--- src/ddsdg_pkg.sv ---
// constants, types and state layout for the disk status and data gating block
package ddsdg_pkg;
  localparam int CLK_MHZ = 25;
  localparam int CW = 19;
  localparam int T_DESEL_US = 50;
  localparam int T_AUTO_MS = 2;
  localparam real T_REV_MS = 16.8;
  localparam int T_IDX_US = 128;
  localparam int T_DROP_NS = 500;
  localparam real T_LOW_MS = 10.0;
  localparam int T_RECAL_MS = 3;
  localparam int T_BLK_W_US = 20;
  localparam int T_BLK_S_US = 100;
  localparam int DESEL_CYC = T_DESEL_US * CLK_MHZ;
  localparam int AUTO_CYC = T_AUTO_MS * 1000 * CLK_MHZ;
  localparam int REV_CYC = int'(T_REV_MS * 1000.0 * CLK_MHZ);
  localparam int IDX_CYC = T_IDX_US * CLK_MHZ;
  localparam int DROP_CYC = (T_DROP_NS * CLK_MHZ + 999) / 1000;
  localparam int LOW_CYC = int'(T_LOW_MS * 1000.0 * CLK_MHZ);
  localparam int RECAL_CYC = T_RECAL_MS * 1000 * CLK_MHZ;
  localparam int BLK_W_CYC = T_BLK_W_US * CLK_MHZ;
  localparam int BLK_S_CYC = T_BLK_S_US * CLK_MHZ;
  localparam logic [9:0] TRK_MAX = 10'h27f;
  localparam logic [3:0] REG_CTRL = 4'h0;
  localparam logic [3:0] REG_STAT = 4'h4;
  localparam logic [3:0] REG_TRK = 4'h8;
  localparam logic [1:0] CTRL_RST = 2'h0;
  localparam int ST_RDY = 0;
  localparam int ST_PDONE = 1;
  localparam int ST_OUTER = 2;
  localparam int ST_WFLT = 3;
  localparam int ST_SEL = 4;
  localparam int ST_SEEK = 5;
  localparam int ST_REC = 6;
  localparam int NPIN = 18;
  localparam int P_SEL = 0;
  localparam int P_STEP = 4;
  localparam int P_DIR = 5;
  localparam int P_WG = 6;
  localparam int P_HEAD = 7;
  localparam int P_LOCK = 8;
  localparam int P_INH = 9;
  localparam int P_WCUR = 10;
  localparam int P_SFLT = 11;
  localparam int P_SPIN = 12;
  localparam int P_HOME = 13;
  localparam int P_ONTRK = 14;
  localparam int P_FLUX = 15;
  localparam int P_WDP = 16;
  localparam int P_WDN = 17;
  typedef enum logic [1:0] {
    SK_RECAL = 2'b00,
    SK_IDLE = 2'b01,
    SK_SETTLE = 2'b10
  } ddsdg_seek_e;
  typedef struct packed {
    logic [NPIN-1:0] s1;
    logic [NPIN-1:0] s2;
    ddsdg_seek_e sk;
    logic [9:0] trk;
    logic [CW-1:0] sk_cnt;
    logic [CW-1:0] rev_cnt;
    logic [CW-1:0] dsl_cnt;
    logic [CW-1:0] clr_cnt;
    logic [CW-1:0] blk_cnt;
    logic step_p, we_p, head_p, sel_p, wd_p, pd_p;
    logic homed, ready, pdone, wflt, wg_blk;
    logic [1:0] unit_pos;
    logic wait_n;
    logic [1:0] drv_h;
    logic [31:0] rdata;
    logic o_outer, o_wflt, o_idx, o_rdy, o_pdone, o_sel;
    logic o_rp, o_rn, o_wpls, o_wcur, o_astep, o_ain, o_head;
  } ddsdg_state_s;
endpackage

--- src/ddsdg_top.sv ---
// drive-side status, seek timing and flux gating with an avalon register slave
//
// Behaviour
// - track zero flag rises on the step from track one into zero, held there.
// - write fault on write current without gate, or none with gate while chosen.
// - write fault when gating while write disabled, or on gross supply fault.
// - no recording while the write fault flag stands.
// - deselection longer than fifty microseconds clears the write fault.
// - write fault clears itself two milliseconds after all causes are gone.
// - no recording while seeking, or if gate already on when seek completes.
// - index pulse of 128 us once per 16.8 ms revolution.
// - seeks need ready and seek complete (the code also takes steps while seek complete is low); recording also needs on-track heads.
// - not ready blocks recording, seeking and playback output.
// - after power-on ready needs good supplies, speed and heads on zero.
// - ready drops on supply fault or loss of spindle speed.
// - each rise of the write pair records one flux reversal while gated.
// - playback suppressed while recording, seeking or not chosen.
// - playback may be invalid 20 us after recording or head change.
// - if chosen at seek end, playback appears at seek complete.
// - playback may be absent 100 us after reselection.
// - write protect blocks recording, and with the gate sets write fault.
// - drive selected status follows the matching select line.
// - power-on recalibration returns the heads to track zero.
// - status outputs are active only while this unit is chosen.
// - seek complete drops 500 ns after first step, low at least 10 ms.
// - without seek complete: no recording, write fault on attempt, no playback.
//
// Added by the designer: the Avalon-MM slave port and the register addresses.
`timescale 1ns/1ps
module ddsdg_top
  import ddsdg_pkg::*;
#(
  parameter int AUTO_CYC_P = AUTO_CYC,
  parameter int REV_CYC_P = REV_CYC,
  parameter int LOW_CYC_P = LOW_CYC,
  parameter int RECAL_CYC_P = RECAL_CYC
) (
  input wire logic clock_i,
  input wire logic sys_rst_i,
  input wire logic [3:0] avs_address_i,
  input wire logic avs_read_i,
  input wire logic avs_write_i,
  input wire logic [31:0] avs_writedata_i,
  input wire logic [3:0] avs_byteenable_i,
  output logic [31:0] avs_readdata_o,
  output logic avs_waitrequest_o,
  input wire logic [3:0] unit_choose_i,
  input wire logic step_i,
  input wire logic direction_in_i,
  input wire logic record_enable_i,
  input wire logic surface_choose_i,
  input wire logic record_lockout_i,
  input wire logic record_inhibit_in_i,
  input wire logic write_current_i,
  input wire logic supply_fault_i,
  input wire logic spindle_ok_i,
  input wire logic home_sense_i,
  input wire logic on_track_i,
  input wire logic head_flux_i,
  input wire logic record_flux_p_i,
  input wire logic record_flux_n_i,
  output logic outer_track_o,
  output logic write_error_o,
  output logic index_o,
  output logic ready_o,
  output logic positioning_done_o,
  output logic unit_chosen_o,
  output logic playback_flux_p_o,
  output logic playback_flux_n_o,
  output logic record_pulse_o,
  output logic write_drive_o,
  output logic act_step_o,
  output logic act_in_o,
  output logic head_sel_o
);

  localparam logic [CW-1:0] C_DESEL = CW'(DESEL_CYC);
  localparam logic [CW-1:0] C_AUTO = CW'(AUTO_CYC_P);
  localparam logic [CW-1:0] C_REV = CW'(REV_CYC_P - 1);
  localparam logic [CW-1:0] C_IDX = CW'(IDX_CYC);
  localparam logic [CW-1:0] C_DROP = CW'(DROP_CYC);
  localparam logic [CW-1:0] C_DONE = CW'(DROP_CYC + LOW_CYC_P);
  localparam logic [CW-1:0] C_RECAL = CW'(RECAL_CYC_P - 1);
  localparam logic [CW-1:0] C_BLK_W = CW'(BLK_W_CYC);
  localparam logic [CW-1:0] C_BLK_S = CW'(BLK_S_CYC);
  localparam logic [CW-1:0] C_ONE = CW'(1);

  function automatic logic pick(input logic [3:0] v, input logic [1:0] p);
    pick = v[p];
  endfunction

  ddsdg_state_s q;
  ddsdg_state_s n;
  logic [NPIN-1:0] pins;
  logic chosen, we, step_rise, cause, rec_ok, pb_ok, seeking, wd;
  logic rd_hit, wr_hit;
  logic [31:0] rsel;

  assign pins = {record_flux_n_i, record_flux_p_i, head_flux_i, on_track_i,
                 home_sense_i, spindle_ok_i, supply_fault_i, write_current_i,
                 record_inhibit_in_i, record_lockout_i, surface_choose_i,
                 record_enable_i, direction_in_i, step_i, unit_choose_i};

  always_comb begin
    n = q;
    n.s1 = pins;
    n.s2 = q.s1;
    // one of four select lines obeyed
    chosen = pick(q.s2[P_SEL+:4], q.unit_pos);
    we = q.s2[P_WG] & chosen;
    seeking = (q.sk != SK_IDLE);
    step_rise = q.s2[P_STEP] & ~q.step_p;
    wd = q.s2[P_WDP] & ~q.s2[P_WDN];
    n.step_p = q.s2[P_STEP];
    n.we_p = we;
    n.head_p = q.s2[P_HEAD];
    n.sel_p = chosen;
    n.wd_p = wd;
    n.pd_p = q.pdone;
    // driver history aligned with the two sync flops on the current sense
    n.drv_h = {q.drv_h[0], q.o_wcur};
    n.o_astep = 1'b0;
    n.o_ain = q.o_ain;

    // ready from supplies, speed and homed heads
    n.ready = q.homed & ~q.s2[P_SFLT] & q.s2[P_SPIN];

    // seek sequencing
    case (q.sk)
      SK_RECAL: begin
        // step outward until the home sensor reports track zero
        if (q.s2[P_HOME]) begin
          n.trk = 10'h000;
          n.homed = 1'b1;
          n.sk = SK_SETTLE;
          n.sk_cnt = C_DROP;
        end else if (q.sk_cnt == C_RECAL) begin
          n.sk_cnt = '0;
          n.o_astep = 1'b1;
          n.o_ain = 1'b0;
        end else begin
          n.sk_cnt = q.sk_cnt + C_ONE;
        end
      end
      SK_IDLE, SK_SETTLE: begin
        // steps taken only when ready and not gated for writing
        if (step_rise && q.ready && chosen && !we) begin
          n.o_astep = 1'b1;
          n.o_ain = q.s2[P_DIR];
          if (q.s2[P_DIR]) begin
            if (q.trk != TRK_MAX) begin
              n.trk = q.trk + 10'h001;
            end
          end else if (q.trk != 10'h000) begin
            n.trk = q.trk - 10'h001;
          end
          if (q.sk == SK_IDLE) begin
            n.sk = SK_SETTLE;
            n.sk_cnt = '0;
          end else if (q.sk_cnt >= C_DROP) begin
            n.sk_cnt = C_DROP + C_ONE;
            n.pdone = 1'b0;
          end else begin
            n.sk_cnt = q.sk_cnt + C_ONE;
          end
        end else if (q.sk == SK_SETTLE) begin
          n.sk_cnt = q.sk_cnt + C_ONE;
          if (q.sk_cnt == C_DROP) begin
            n.pdone = 1'b0;
          end
          if (q.sk_cnt >= C_DONE) begin
            n.pdone = 1'b1;
            n.sk = SK_IDLE;
            n.sk_cnt = '0;
          end
        end
      end
      default: begin
        n.sk = SK_RECAL;
        n.sk_cnt = '0;
      end
    endcase

    // gate already on when seek completes holds recording off
    if (q.pdone && !q.pd_p && we) begin
      n.wg_blk = 1'b1;
    end else if (!we) begin
      n.wg_blk = 1'b0;
    end

    // write fault causes
    cause = (q.s2[P_WCUR] & ~q.s2[P_WG] & ~q.drv_h[1])
          | (~q.s2[P_WCUR] & we & q.drv_h[1])
          | (we & q.s2[P_INH])
          | q.s2[P_SFLT]
          | (we & q.s2[P_LOCK])
          | (we & ~q.pdone);

    // deselection timer
    if (chosen) begin
      n.dsl_cnt = '0;
    end else if (q.dsl_cnt != C_DESEL) begin
      n.dsl_cnt = q.dsl_cnt + C_ONE;
    end
    // quiet timer after causes vanish
    if (cause || !q.wflt) begin
      n.clr_cnt = '0;
    end else if (q.clr_cnt != C_AUTO) begin
      n.clr_cnt = q.clr_cnt + C_ONE;
    end
    // a new cause wins over either clear
    n.wflt = cause | (q.wflt & ~(q.dsl_cnt == C_DESEL) & ~(q.clr_cnt == C_AUTO));

    // recording permission
    rec_ok = we & q.ready & q.pdone & ~seeking & q.s2[P_ONTRK] & ~q.wflt
           & ~q.s2[P_LOCK] & ~q.s2[P_INH] & ~q.wg_blk & ~cause;
    n.o_wcur = rec_ok;
    // one reversal per rise of the write pair
    n.o_wpls = rec_ok & wd & ~q.wd_p;

    // playback blanking after writing, head change or reselection
    if (chosen && !q.sel_p) begin
      n.blk_cnt = C_BLK_S;
    end else if ((q.we_p && !we) || (q.s2[P_HEAD] != q.head_p)) begin
      n.blk_cnt = C_BLK_W;
    end else if (q.blk_cnt != '0) begin
      n.blk_cnt = q.blk_cnt - C_ONE;
    end
    // playback gating, shown at once on seek complete
    pb_ok = chosen & ~we & q.pdone & ~seeking & q.ready & (q.blk_cnt == '0);
    n.o_rp = pb_ok & q.s2[P_FLUX];
    n.o_rn = ~(pb_ok & q.s2[P_FLUX]);

    // revolution counter and index pulse
    if (q.rev_cnt >= C_REV) begin
      n.rev_cnt = '0;
    end else begin
      n.rev_cnt = q.rev_cnt + C_ONE;
    end

    // status outputs enabled by the chosen select line
    n.o_sel = chosen;
    n.o_outer = chosen & (n.trk == 10'h000) & q.homed;
    n.o_wflt = chosen & n.wflt;
    n.o_idx = chosen & (n.rev_cnt < C_IDX);
    n.o_rdy = chosen & n.ready;
    n.o_pdone = chosen & n.pdone;
    n.o_head = q.s2[P_HEAD] & chosen;

    // avalon slave, one wait cycle then answer
    rsel = 32'h0000_0000;
    case (avs_address_i)
      REG_CTRL: rsel[1:0] = q.unit_pos;
      REG_STAT: begin
        rsel[ST_RDY] = q.ready;
        rsel[ST_PDONE] = q.pdone;
        rsel[ST_OUTER] = (q.trk == 10'h000);
        rsel[ST_WFLT] = q.wflt;
        rsel[ST_SEL] = chosen;
        rsel[ST_SEEK] = seeking;
        rsel[ST_REC] = q.o_wcur;
      end
      REG_TRK: rsel[9:0] = q.trk;
      default: rsel = 32'h0000_0000;
    endcase
    rd_hit = avs_read_i & q.wait_n;
    wr_hit = avs_write_i & ~q.wait_n;
    if ((avs_read_i || avs_write_i) && q.wait_n) begin
      n.wait_n = 1'b0;
    end else begin
      n.wait_n = 1'b1;
    end
    if (rd_hit) begin
      n.rdata = rsel;
    end
    if (wr_hit && avs_address_i == REG_CTRL && avs_byteenable_i[0]) begin
      n.unit_pos = avs_writedata_i[1:0];
    end
  end

  always_ff @(posedge clock_i) begin
    if (sys_rst_i) begin
      q <= '0;
      q.sk <= SK_RECAL;
      q.unit_pos <= CTRL_RST;
      q.wait_n <= 1'b1;
      q.o_rn <= 1'b1;
    end else begin
      q <= n;
    end
  end

  assign avs_readdata_o = q.rdata;
  assign avs_waitrequest_o = q.wait_n;
  assign outer_track_o = q.o_outer;
  assign write_error_o = q.o_wflt;
  assign index_o = q.o_idx;
  assign ready_o = q.o_rdy;
  assign positioning_done_o = q.o_pdone;
  assign unit_chosen_o = q.o_sel;
  assign playback_flux_p_o = q.o_rp;
  assign playback_flux_n_o = q.o_rn;
  assign record_pulse_o = q.o_wpls;
  assign write_drive_o = q.o_wcur;
  assign act_step_o = q.o_astep;
  assign act_in_o = q.o_ain;
  assign head_sel_o = q.o_head;

endmodule

--- config.mk ---
export PLATFORM = sky130hd
export DESIGN_NAME = ddsdg_top
export DESIGN_NICKNAME = d
export VERILOG_FILES = /design/src/ddsdg_pkg.sv /design/src/ddsdg_top.sv
export SDC_FILE = /design/constraint.sdc
export NUM_CORES = 1
export LEC_CHECK = 0
export BUFFER_PORTS_ARGS = -buffer_cell sky130_fd_sc_hd__buf_4
export CAP_MARGIN = 30
export CORE_AREA = 2 2 137 139
export DETAILED_ROUTE_END_ITERATION = 12
export DIE_AREA = 0 0 139 141
export GPL_TIMING_DRIVEN = 1
export HOLD_SLACK_MARGIN = 0.06
export PLACE_DENSITY = 0.79
export RECOVER_POWER = 50
export SYNTH_ARGS = -nofsm -noshare
export SYNTH_HDL_FRONTEND = slang
export SYNTH_SLANG_ARGS = --single-unit
--- constraint.sdc ---
create_clock -name clock_i -period 2.3 [get_ports clock_i]
set_input_delay 0.46 -clock clock_i [delete_from_list [all_inputs] [get_ports clock_i]]
set_output_delay 0.46 -clock clock_i [all_outputs]
set_load 0.03 [all_outputs]
==> results of run 1 <==
[repair_timing]
action / 4_1_cts / 5_1_grt
pin swaps: 4 / 6
endpoints found under the setup margin: 15 / 73
setup buffers: 5 / 1
resized for setup: 11 / 34
[worst reg2reg max path, stage by stage (launching register included)]
cell and delay (ns):
dfxtp_1 0.32, or4_4 0.59, buf_4 0.19, nor2_1 0.12, or4_1 0.12, nand3_1 0.11, a32oi_2 0.28, nand3_1 0.16
nor4_4 0.34
[kinds of logic (layout without fill, tap and decap cells)]
family                     Yosys count  after routing  synth area share
other                                1             22          0.000446
AOI/OAI and AO/OA                  142            142             0.113
DFF                                181            181             0.431
muxes                               10             10            0.0136
xor gates and xnor gates            76             76            0.0792
adders and majority gates           14             14            0.0209
buffers and inverters               99            195            0.0609
and+or+nand+nor                    453            453             0.281
[final cells by class]
| type | count | area [sq um] |
|---|---|---|
| Clock buffer | 18 | 429 |
| Clock inverter | 14 | 199 |
| Fill cell | 1602 | 8170 |
| Inverter | 25 | 93.8 |
| Multi-Input combinational cell | 717 | 4530 |
| Sequential cell | 181 | 3630 |
| Tap cell | 234 | 293 |
| Timing Repair Buffer | 138 | 930 |
[metal layers]
metal | wire length, microns | GRT usage | vias to the layer above
met4 | 425 | 0.0691 | 0
met2 | 9430 | 0.335 | 197
met3 | 943 | 0.0452 | 38
met1 | 8610 | 0.245 | 3379
li1 | - | - | 3574
met5 | 0 | 0 | -
[flip-flops by register name, indices dropped and copies added, names as in the netlist]
signal	flops
write_error_o	1
avs_waitrequest_o	1
n	22
act_in_o	1
index_o	1
positioning_done_o	1
playback_flux_n_o	1
avs_readdata_o	10
head_sel_o	1
record_pulse_o	1
act_step_o	1
write_drive_o	1
unit_chosen_o	1
q	135
playback_flux_p_o	1
ready_o	1
outer_track_o	1
[cell usage in the layout (no fill, tap or decap), types with 30 or more instances in the layout]
master and n:
dfxtp_1 179, nor2_1 132, buf_4 103, nand2_1 65, xor2_1 50, nor2b_1 50
nand3_1 44, a21oi_1 35, o21ai_0 30, clkbuf_1 30
[synth_stat cells, drive strengths merged, types with 3 or more instances]
cell type / n / area [sq um]
dfxtp: 181 / 3620
clkbuf: 31 / 116
nor2: 134 / 503
nor2b: 50 / 313
o21ai: 32 / 160
nor3: 24 / 125
or4: 10 / 78.8
a22o: 4 / 35.0
o211ai: 5 / 37.5
mux2i: 8 / 80.1
xor2: 50 / 438
and2: 10 / 62.6
ha: 14 / 175
o21a: 3 / 22.5
nor4b: 3 / 26.3
a21oi: 39 / 195
buf: 43 / 302
or2: 3 / 18.8
or3: 11 / 68.8
nor3b: 8 / 60.1
nor4: 12 / 81.3
nand2b: 7 / 43.8
xnor2: 26 / 228
a31oi: 6 / 37.5
a211oi: 5 / 42.5
and4: 12 / 105
a22oi: 12 / 90.1
a2111oi: 3 / 32.5
nand4: 29 / 181
nand2: 66 / 248
o31ai: 7 / 66.3
inv: 23 / 86.3
and3: 18 / 118
a211o: 4 / 35.0
nand3: 47 / 240
[power breakdown]
| part | switching (mW) | internal [mW] | total, mW |
|---|---|---|---|
| Clock | 1.28 | 1.84 | 3.12 |
| Sequential | 0.177 | 3.34 | 3.51 |
| Combinational | 0.895 | 0.696 | 1.59 |
[through the flow]
step / worst slack, ns / util
3_3_place_gp: -0.0390 / 0.513
3_5_place_dp: -0.104 / 0.513
2_1_floorplan: 0.00376 / -
6_report: -0.00876 / 0.553
5_1_grt: -0.163 / 0.553
4_1_cts: -0.0845 / 0.552
[worst max path at each step]
stage | from | end | slack [ns]
detailed placement | q[156] | outer_track_o | -0.10
CTS | q[156] | outer_track_o | -0.08
floorplan | q[166] | q[141] | 0.004
finish | q[163] | outer_track_o | -0.009
global route | q[160] | outer_track_o | -0.16
global placement | q[156] | outer_track_o | -0.04
==> impl_metrics.tcl, run 1 <==
set metrics [dict create \
    outcome "finished with violations" \
    violations "negative setup slack" \
    antenna_found_initial 0 \
    ir_drop_v 0.000565 \
    gp_congestion 0.925 \
    wirelength_microns 19400 \
    grt.overflow.total 0 \
    place_inst 1290 \
    synth-seq-cells 181 \
    max_freq_mhz 433 \
    end_kind "flop" \
    die_width_microns 139 \
    cp.buffers_inverters 1 \
    syn_inst 976 \
    wl_per_cell_microns 14.6 \
    critPathTopFamily "simple AND/OR/NAND/NOR gates" \
    grt_pass1_wl_microns 31800 \
    cts_tree "built" \
    crit_type "reg -> reg" \
    path_clk_slew_ns 0.07 \
    cts_made_buffers 17 \
    postLayoutCellArea_sq_um 10100 \
    cp.depth 8 \
    worstPathMaxFanout 5 \
    r2r_slack_ns -0.009 \
    syn_area_per_cell_sq_um 8.61 \
    r2r-start "q[163]" \
    drv_slew 0 \
    setup_viol_count_final 1 \
    first_pass_iters 6 \
    hold_viol 0 \
    grt_max_degree 32 \
    num_rows 50 \
    cts_root_buf "clkbuf_16" \
    clock_path_buffers 2 \
    initial_core_util 0.460 \
    coreArea_sq_um 18300 \
    placed_cell_area_sq_um 9360 \
    n_antenna_cell 0 \
    drive_above_1_share 0.173 \
    hold_end "avs_waitrequest_o" \
    yosysUniqueCellTypes 72 \
    cts.sink_count 181 \
    syn_area_sq_um 8400 \
    async_reset_ff_frac 0 \
    fin_nets 1156 \
    ys_warn_count 0 \
    ys.flop_type "dfxtp_1" \
    power_mw 8.22 \
    p_leak_nw 3.92 \
    critPathRequiredTime_ns 2.63 \
    synth_edf_count 0 \
    cpMostUsedCell "nand3_1" \
    fin_crit_ns 2.31 \
    crit_chain "or4_4 -> buf_4 -> nor2_1 -> or4_1 -> nand3_1 -> a32oi_2 -> nand3_1 -> nor4_4" \
    layout_setup_ws_ns -0.00876 \
    final_cells 1327 \
    rsz0062_at_grt "yes" \
    holdCritStartpoint "avs_write_i" \
    drt_iter0_markers 574 \
    worstMarginPinSlew_ns 1.04 \
    die-area_sq_um 19600 \
    yosysSeqAreaShare 0.431 \
    io_buffer_count 52 \
    hpwlAfterDp_microns 13500 \
    hold_slack_ns 0.232 \
    start_kind "flop" \
    max_slew_margin 0.303 \
    holdBufCountCts 0 \
    syn2layout_area_growth_pct 20.3 \
    min_path_type "in -> reg" \
    die_h_microns 141 \
    p_per_area_nw_per_um2 814 \
    clkLatencyLatePin_ns 0.44 \
    min_path_cells 2 \
    setup_tns_ns -0.00876 \
    track_usage 0.196 \
    min_period_over_period 1.00 \
    crit_slowest_cell "or4_4" \
    io_pins 108 \
    reg2reg_to "outer_track_o" \
    reg2reg_depth 8 \
    num_vias 7188 \
    htree_levels 4 \
    finalClockSkew_ns 0.0111 \
    arrival_ns 2.64 \
    cpPeakStageDelay_ns 0.59 \
    drv_cap 0 \
    viasPerCell 5.42 \
    drc 0 \
    first_global_vias 6692 \
    antenna_left 0 \
]
Power figures use the tool's default switching activity.
==> run 2: changes to the inputs <==
--- a/config.mk
+++ b/config.mk
@@ -7,12 +7,12 @@
 export LEC_CHECK = 0
 export BUFFER_PORTS_ARGS = -buffer_cell sky130_fd_sc_hd__buf_4
 export CAP_MARGIN = 30
-export CORE_AREA = 2 2 137 139
+export CORE_AREA = 2 2 98 195
 export DETAILED_ROUTE_END_ITERATION = 12
-export DIE_AREA = 0 0 139 141
+export DIE_AREA = 0 0 100 197
 export GPL_TIMING_DRIVEN = 1
 export HOLD_SLACK_MARGIN = 0.06
-export PLACE_DENSITY = 0.79
+export PLACE_DENSITY = 0.78
 export RECOVER_POWER = 50
 export SYNTH_ARGS = -nofsm -noshare
 export SYNTH_HDL_FRONTEND = slang
==> run 2 against run 1 <==
Compared with the run above:
- the flow now finishes without violations
- total power fell by 1.3%
- setup slack improved by 0.0094 ns
- sequential power is essentially flat
- fmax up 0.41%
- non-clock buffer count rose by 17
- wire length increased by 11%
- register-to-register slack is essentially flat
- critical path type unchanged
- largest cell class unchanged
- highest routed layer unchanged
==> impl_metrics.tcl, run 2 (same netlist as run 1, synthesis figures left out) <==
set metrics [dict create \
    first_global_vias 7288 \
    fin_crit_ns 2.30 \
    rsz0062_at_grt "yes" \
    drv_slew 0 \
    drive_above_1_share 0.204 \
    multiInputGateArea_sq_um 4630 \
    outcome "completed" \
    n_antenna_cell 0 \
    die_width_microns 100 \
    clock_path_buffers 2 \
    cts_tree "built" \
    crit_type "reg -> reg" \
    gp_congestion 0.927 \
    finalClockSkew_ns 0.00910 \
    max_freq_mhz 435 \
    fin_nets 1174 \
    first_pass_iters 7 \
    grt_pass1_wl_microns 33700 \
    cts_made_buffers 17 \
    num_rows 70 \
    die_h_microns 197 \
    p_leak_nw 4.00 \
    antenna_left 0 \
    place_ws_ns -0.0829 \
    worstMarginPinSlew_ns 0.970 \
    p_per_area_nw_per_um2 789 \
    antenna_found_initial 0 \
    hpwlAfterDp_microns 15300 \
    cts.sink_count 181 \
    max_slew_margin 0.353 \
    cts_root_buf "clkbuf_16" \
    nFillCells 1614 \
    holdBufCountCts 0 \
    io_buffer_count 52 \
    num_vias 7422 \
    grtUsageMet1 0.194 \
    track_usage 0.213 \
    min_path_type "in -> reg" \
    busiest_layer "met2" \
    wirelength_microns 21500 \
    wl_per_cell_microns 16.2 \
    viasPerCell 5.59 \
    layout_commonest_cell "dfxtp_1" \
    holdCritStartpoint "write_current_i" \
    hold_slack_ns 0.227 \
    gr-usage-met2 0.417 \
    drv_cap 0 \
    htree_levels 4 \
    place_inst 1281 \
    syn2layout_area_growth_pct 22.4 \
    min_path_cells 2 \
    path_clk_slew_ns 0.07 \
    reg2reg_depth 10 \
    io_pins 108 \
    seq_area_sq_um 3630 \
    layout_setup_ws_ns 0.000608 \
    final_cells 1327 \
    end_kind "flop" \
    clkLatencyLatePin_ns 0.44 \
    critPathRequiredTime_ns 2.63 \
    r2r-start "q[137]" \
    coreArea_sq_um 18200 \
    arrival_ns 2.63 \
    grt_max_degree 30 \
    ir_drop_v 0.000535 \
    grt.overflow.total 0 \
    setup_viol_count_final 0 \
    worstSetupStartpoint "q[137]" \
    worstPathMaxFanout 6 \
    layout_common_cells "dfxtp_1 (177), nor2_1 (129), buf_4 (113), nand2_1 (64)" \
    drc 0 \
    initial_core_util 0.461 \
    power_mw 8.11 \
    die-area_sq_um 19700 \
    start_kind "flop" \
    grt_use_met3 0.0266 \
    largest-register "q" \
    hold_viol 0 \
    largest_reg_flops 135 \
    min_period_over_period 1.00 \
    setup_tns_ns 0 \
    drt_iter0_markers 330 \
]
[run 2: where the power goes]
part	internal [mW]	switching (mW)
Clock	1.46	1.36
Sequential	3.33	0.187
Combinational	0.781	0.985
[run 2: path summary, 6_finish.rpt]
check / endpoint / slack [ns]
worst min register to register: q[56] / 0.42
worst max register to register: q[155] / 0.0006
worst max-delay path: q[155] / 0.0006
worst min-delay path: n[178] / 0.23
[run 2: cell type report]
type	count	share of cell area
Clock buffer	18	0.0427
Clock inverter	14	0.0134
Inverter	25	0.00913
Multi-Input combinational cell	718	0.451
Sequential cell	181	0.353
Tap cell	216	0.0263
Timing Repair Buffer	155	0.105
[run 2: repair_timing]
| action | in CTS | in global routing |
|---|---|---|
| pin swaps | 8 | 17 |
| setup buffers | 10 | 3 |
| endpoints found under the setup margin | 38 | 70 |
| gates resized for setup | 25 | 49 |
| gates cloned | 0 | 2 |
[run 2: through the flow]
| step | util | cell area (sq um) |
|---|---|---|
| floorplan | - | 8490 |
| global placement | 0.517 | 9420 |
| detailed placement | 0.517 | 9420 |
| CTS | 0.558 | 10200 |
| global route | 0.564 | 10300 |
| finish | 0.564 | 10300 |
[run 2: per-layer routing]
layer / share of wire / vias to the layer above
met5: 0 / -
met3: 0.031 / 83
met1: 0.35 / 3520
li1: - / 3604
met4: 0.058 / 0
met2: 0.56 / 215
[run 2: critical path: stages, from the launching register on]
cell      delay (ns)
dfxtp_1         0.45
buf_4           0.20
ha_1            0.25
nand3_1         0.12
nor2_1          0.24
a31oi_1         0.19
nand2b_1        0.16
nand3_2         0.12
a21oi_2         0.18
buf_2           0.20
nor2_1          0.06
==> run 3: changes to the inputs <==
--- a/config.mk
+++ b/config.mk
@@ -5,11 +5,12 @@
 export SDC_FILE = /design/constraint.sdc
 export NUM_CORES = 1
 export LEC_CHECK = 0
+export ABC_AREA = 1
 export BUFFER_PORTS_ARGS = -buffer_cell sky130_fd_sc_hd__buf_4
 export CAP_MARGIN = 30
-export CORE_AREA = 2 2 98 195
+export CORE_AREA = 2 2 104 207
 export DETAILED_ROUTE_END_ITERATION = 12
-export DIE_AREA = 0 0 100 197
+export DIE_AREA = 0 0 106 209
 export GPL_TIMING_DRIVEN = 1
 export HOLD_SLACK_MARGIN = 0.06
 export PLACE_DENSITY = 0.78
==> run 3 against run 2 <==
Compared with the run above:
- register-to-register slack better by 0.24 ns
- critical endpoint is now q[147]
- flip-flop and latch count unchanged
- worst hold slack lost 0.021 ns
==> impl_metrics.tcl, run 3 <==
set metrics [dict create \
    syn_inst 1400 \
    track_usage 0.211 \
    critPathRequiredTime_ns 2.60 \
    finalClockSkew_ns 0.0113 \
    critPathTopFamily "simple AND/OR/NAND/NOR gates" \
    nFillCells 2041 \
    holdBufCountCts 0 \
    post-route-util 0.512 \
    wirelength_microns 22400 \
    drv_cap 0 \
    fin_crit_ns 2.06 \
    min_path_cells 3 \
    clkLatencyLatePin_ns 0.45 \
    setup_viol_count_final 0 \
    io_pins 108 \
    antenna_left 0 \
    largest-register "q" \
    setup_tns_ns 0 \
    first_pass_iters 8 \
    synth.area.top_cells "dfxtp_1 (38%), nand2_1 (12%), nor2_1 (8.8%)" \
    clock_path_buffers 2 \
    r2r_slack_ns 0.24 \
    die_h_microns 209 \
    drc 0 \
    initial_core_util 0.462 \
    synth_top_area_frac 0.378 \
    drive_above_1_share 0.0906 \
    cp.buffers_inverters 0 \
    yosysTopAreaCell "dfxtp_1" \
    yosysSeqAreaShare 0.378 \
    cts.sink_count 181 \
    end_kind "flop" \
    min_period_over_period 0.895 \
    syn_area_per_cell_sq_um 6.84 \
    htree_levels 4 \
    reg2reg_to "q[147]" \
    netlist_top_cells_count "nand2_1 (297), nor2_1 (224), inv_1 (183)" \
    cts_tree "built" \
    wl_per_cell_microns 13.0 \
    arrival_ns 2.36 \
    cts_root_buf "clkbuf_16" \
    worstPathMaxFanout 8 \
    viasPerCell 5.01 \
    reg2reg_depth 7 \
    drv_slew 0 \
    antenna_found_initial 0 \
    hold_end "n[181]" \
    yosysUniqueCellTypes 49 \
    max_freq_mhz 486 \
    die-area_sq_um 22200 \
    path_clk_slew_ns 0.08 \
    syn_area_sq_um 9580 \
    yosysMostFrequentCell "nand2_1" \
    holdCritStartpoint "home_sense_i" \
    gp_congestion 0.962 \
    async_reset_ff_frac 0 \
    grt_max_degree 53 \
    die_width_microns 106 \
    hpwlAfterDp_microns 16300 \
    coreArea_sq_um 20700 \
    fin_nets 1520 \
    layout_common_cells "nand2_1 (297), nor2_1 (224), inv_1 (184), dfxtp_1 (180), nand3_1 (99)" \
    outcome "completed" \
    grt_pass1_wl_microns 38100 \
    num_rows 75 \
    hold_viol 0 \
    grt.overflow.total 0 \
    power_mw 8.52 \
    ys_warn_count 0 \
    cpPeakStageDelay_ns 0.52 \
    start_kind "flop" \
    p_per_area_nw_per_um2 803 \
    ir_drop_v 0.000518 \
    synth-seq-cells 181 \
    synth_edf_count 0 \
    num_vias 8650 \
    n_antenna_cell 0 \
    io_buffer_count 52 \
    cts_made_buffers 17 \
    hold_slack_ns 0.207 \
    drt_iter0_markers 650 \
    first_global_vias 8048 \
    crit_chain "nand2_1 -> nor2_2 -> nand4_1 -> nand3_1 -> nand3_4 -> a21oi_4 -> nor3_1" \
    r2r-start "q[144]" \
    worstMarginPinSlew_ns 1.30 \
    crit_type "reg -> reg" \
    crit_slowest_cell "dfxtp_1" \
    ys.flop_type "dfxtp_1" \
    rsz0062_at_grt "no" \
    min_path_type "in -> reg" \
    syn2layout_area_growth_pct 10.8 \
    max_slew_margin 0.134 \
    p_leak_nw 4.40 \
    largest_reg_flops 135 \
    layout_commonest_cell "nand2_1" \
]
-- run 3: changes by cell type in the layout (fill, tap and decap cells not counted), sizes merged, moves of 16 or more --
cell / previous run / this run
nand2: 66 / 305
inv: 28 / 193
nor2: 134 / 241
buf: 122 / 41
nand3: 47 / 106
nor2b: 50 / 0
nor3: 24 / 57
a21oi: 39 / 60
xnor2: 26 / 7
and3: 18 / 2
-- run 3: logic make-up after synthesis --
| logic type | share of synthesized area |
|---|---|
| adder cells (fa/ha/maj) | 0.0183 |
| buffers and inverters | 0.119 |
| XOR/XNOR | 0.0430 |
| other | 0.000391 |
| AND/OR/NAND/NOR | 0.369 |
| flip-flops | 0.378 |
| AO/OA/AOI/OAI | 0.0721 |
-- run 3: what timing repair did --
action                                 4_1_cts  5_1_grt
setup buffers                                0        0
endpoints found under the hold margin        0        0
resized for setup                            0        1
setup endpoints to repair                    0        1
-- run 3: through the flow --
stage	std cells	cell area, sq um	setup WS (ns)
after detailed placement	1694	10100	0.304
final	1726	10600	0.242
after floorplan	1421	9660	0.474
after global placement	1694	10100	0.291
after CTS	1726	10700	0.278
after global routing	1726	10600	0.0393
-- run 3: how the worst max path moves through the flow --
stage / cells after the start / to / start / slack (ns)
2_1_floorplan: 13 / outer_track_o / q[166] / 0.47
3_3_place_gp: 11 / index_o / q[118] / 0.29
3_5_place_dp: 11 / index_o / q[118] / 0.30
4_1_cts: 8 / q[147] / q[166] / 0.28
5_1_grt: 7 / q[147] / q[144] / 0.04
6_report: 7 / q[147] / q[144] / 0.24
-- run 3: power by group --
part,switching (mW),internal [mW]
Sequential,0.216,3.36
Clock,1.49,1.49
Combinational,1.31,0.669
-- run 3: worst reg2reg max path: cells and delay by family, from the launching register on --
family / cells / cell delay (ns)
AND/OR/NAND/NOR: 6 / 1.01
flip-flops: 1 / 0.52
AO/OA/AOI/OAI: 1 / 0.40
-- run 3: cell type report --
class | instances | area [sq um] | share of cell area
multi-input combinational | 984 | 4900 | 0.461
sequential | 181 | 3620 | 0.341
inverter | 191 | 717 | 0.0675
clock buffer | 17 | 425 | 0.0401
timing repair buffer | 69 | 413 | 0.0389
tap | 269 | 337 | 0.0317
clock inverter | 15 | 203 | 0.0191
-- run 3: routing by layer --
| layer | GRT usage | part of all wire | wire length, microns | up-vias |
|---|---|---|---|---|
| li1 | - | - | - | 4507 |
| met1 | 0.285 | 0.47 | 10500 | 3868 |
| met2 | 0.338 | 0.46 | 10400 | 234 |
| met3 | 0.0393 | 0.047 | 1060 | 41 |
| met4 | 0.0699 | 0.022 | 498 | 0 |
| met5 | 0 | 0 | 0 | - |
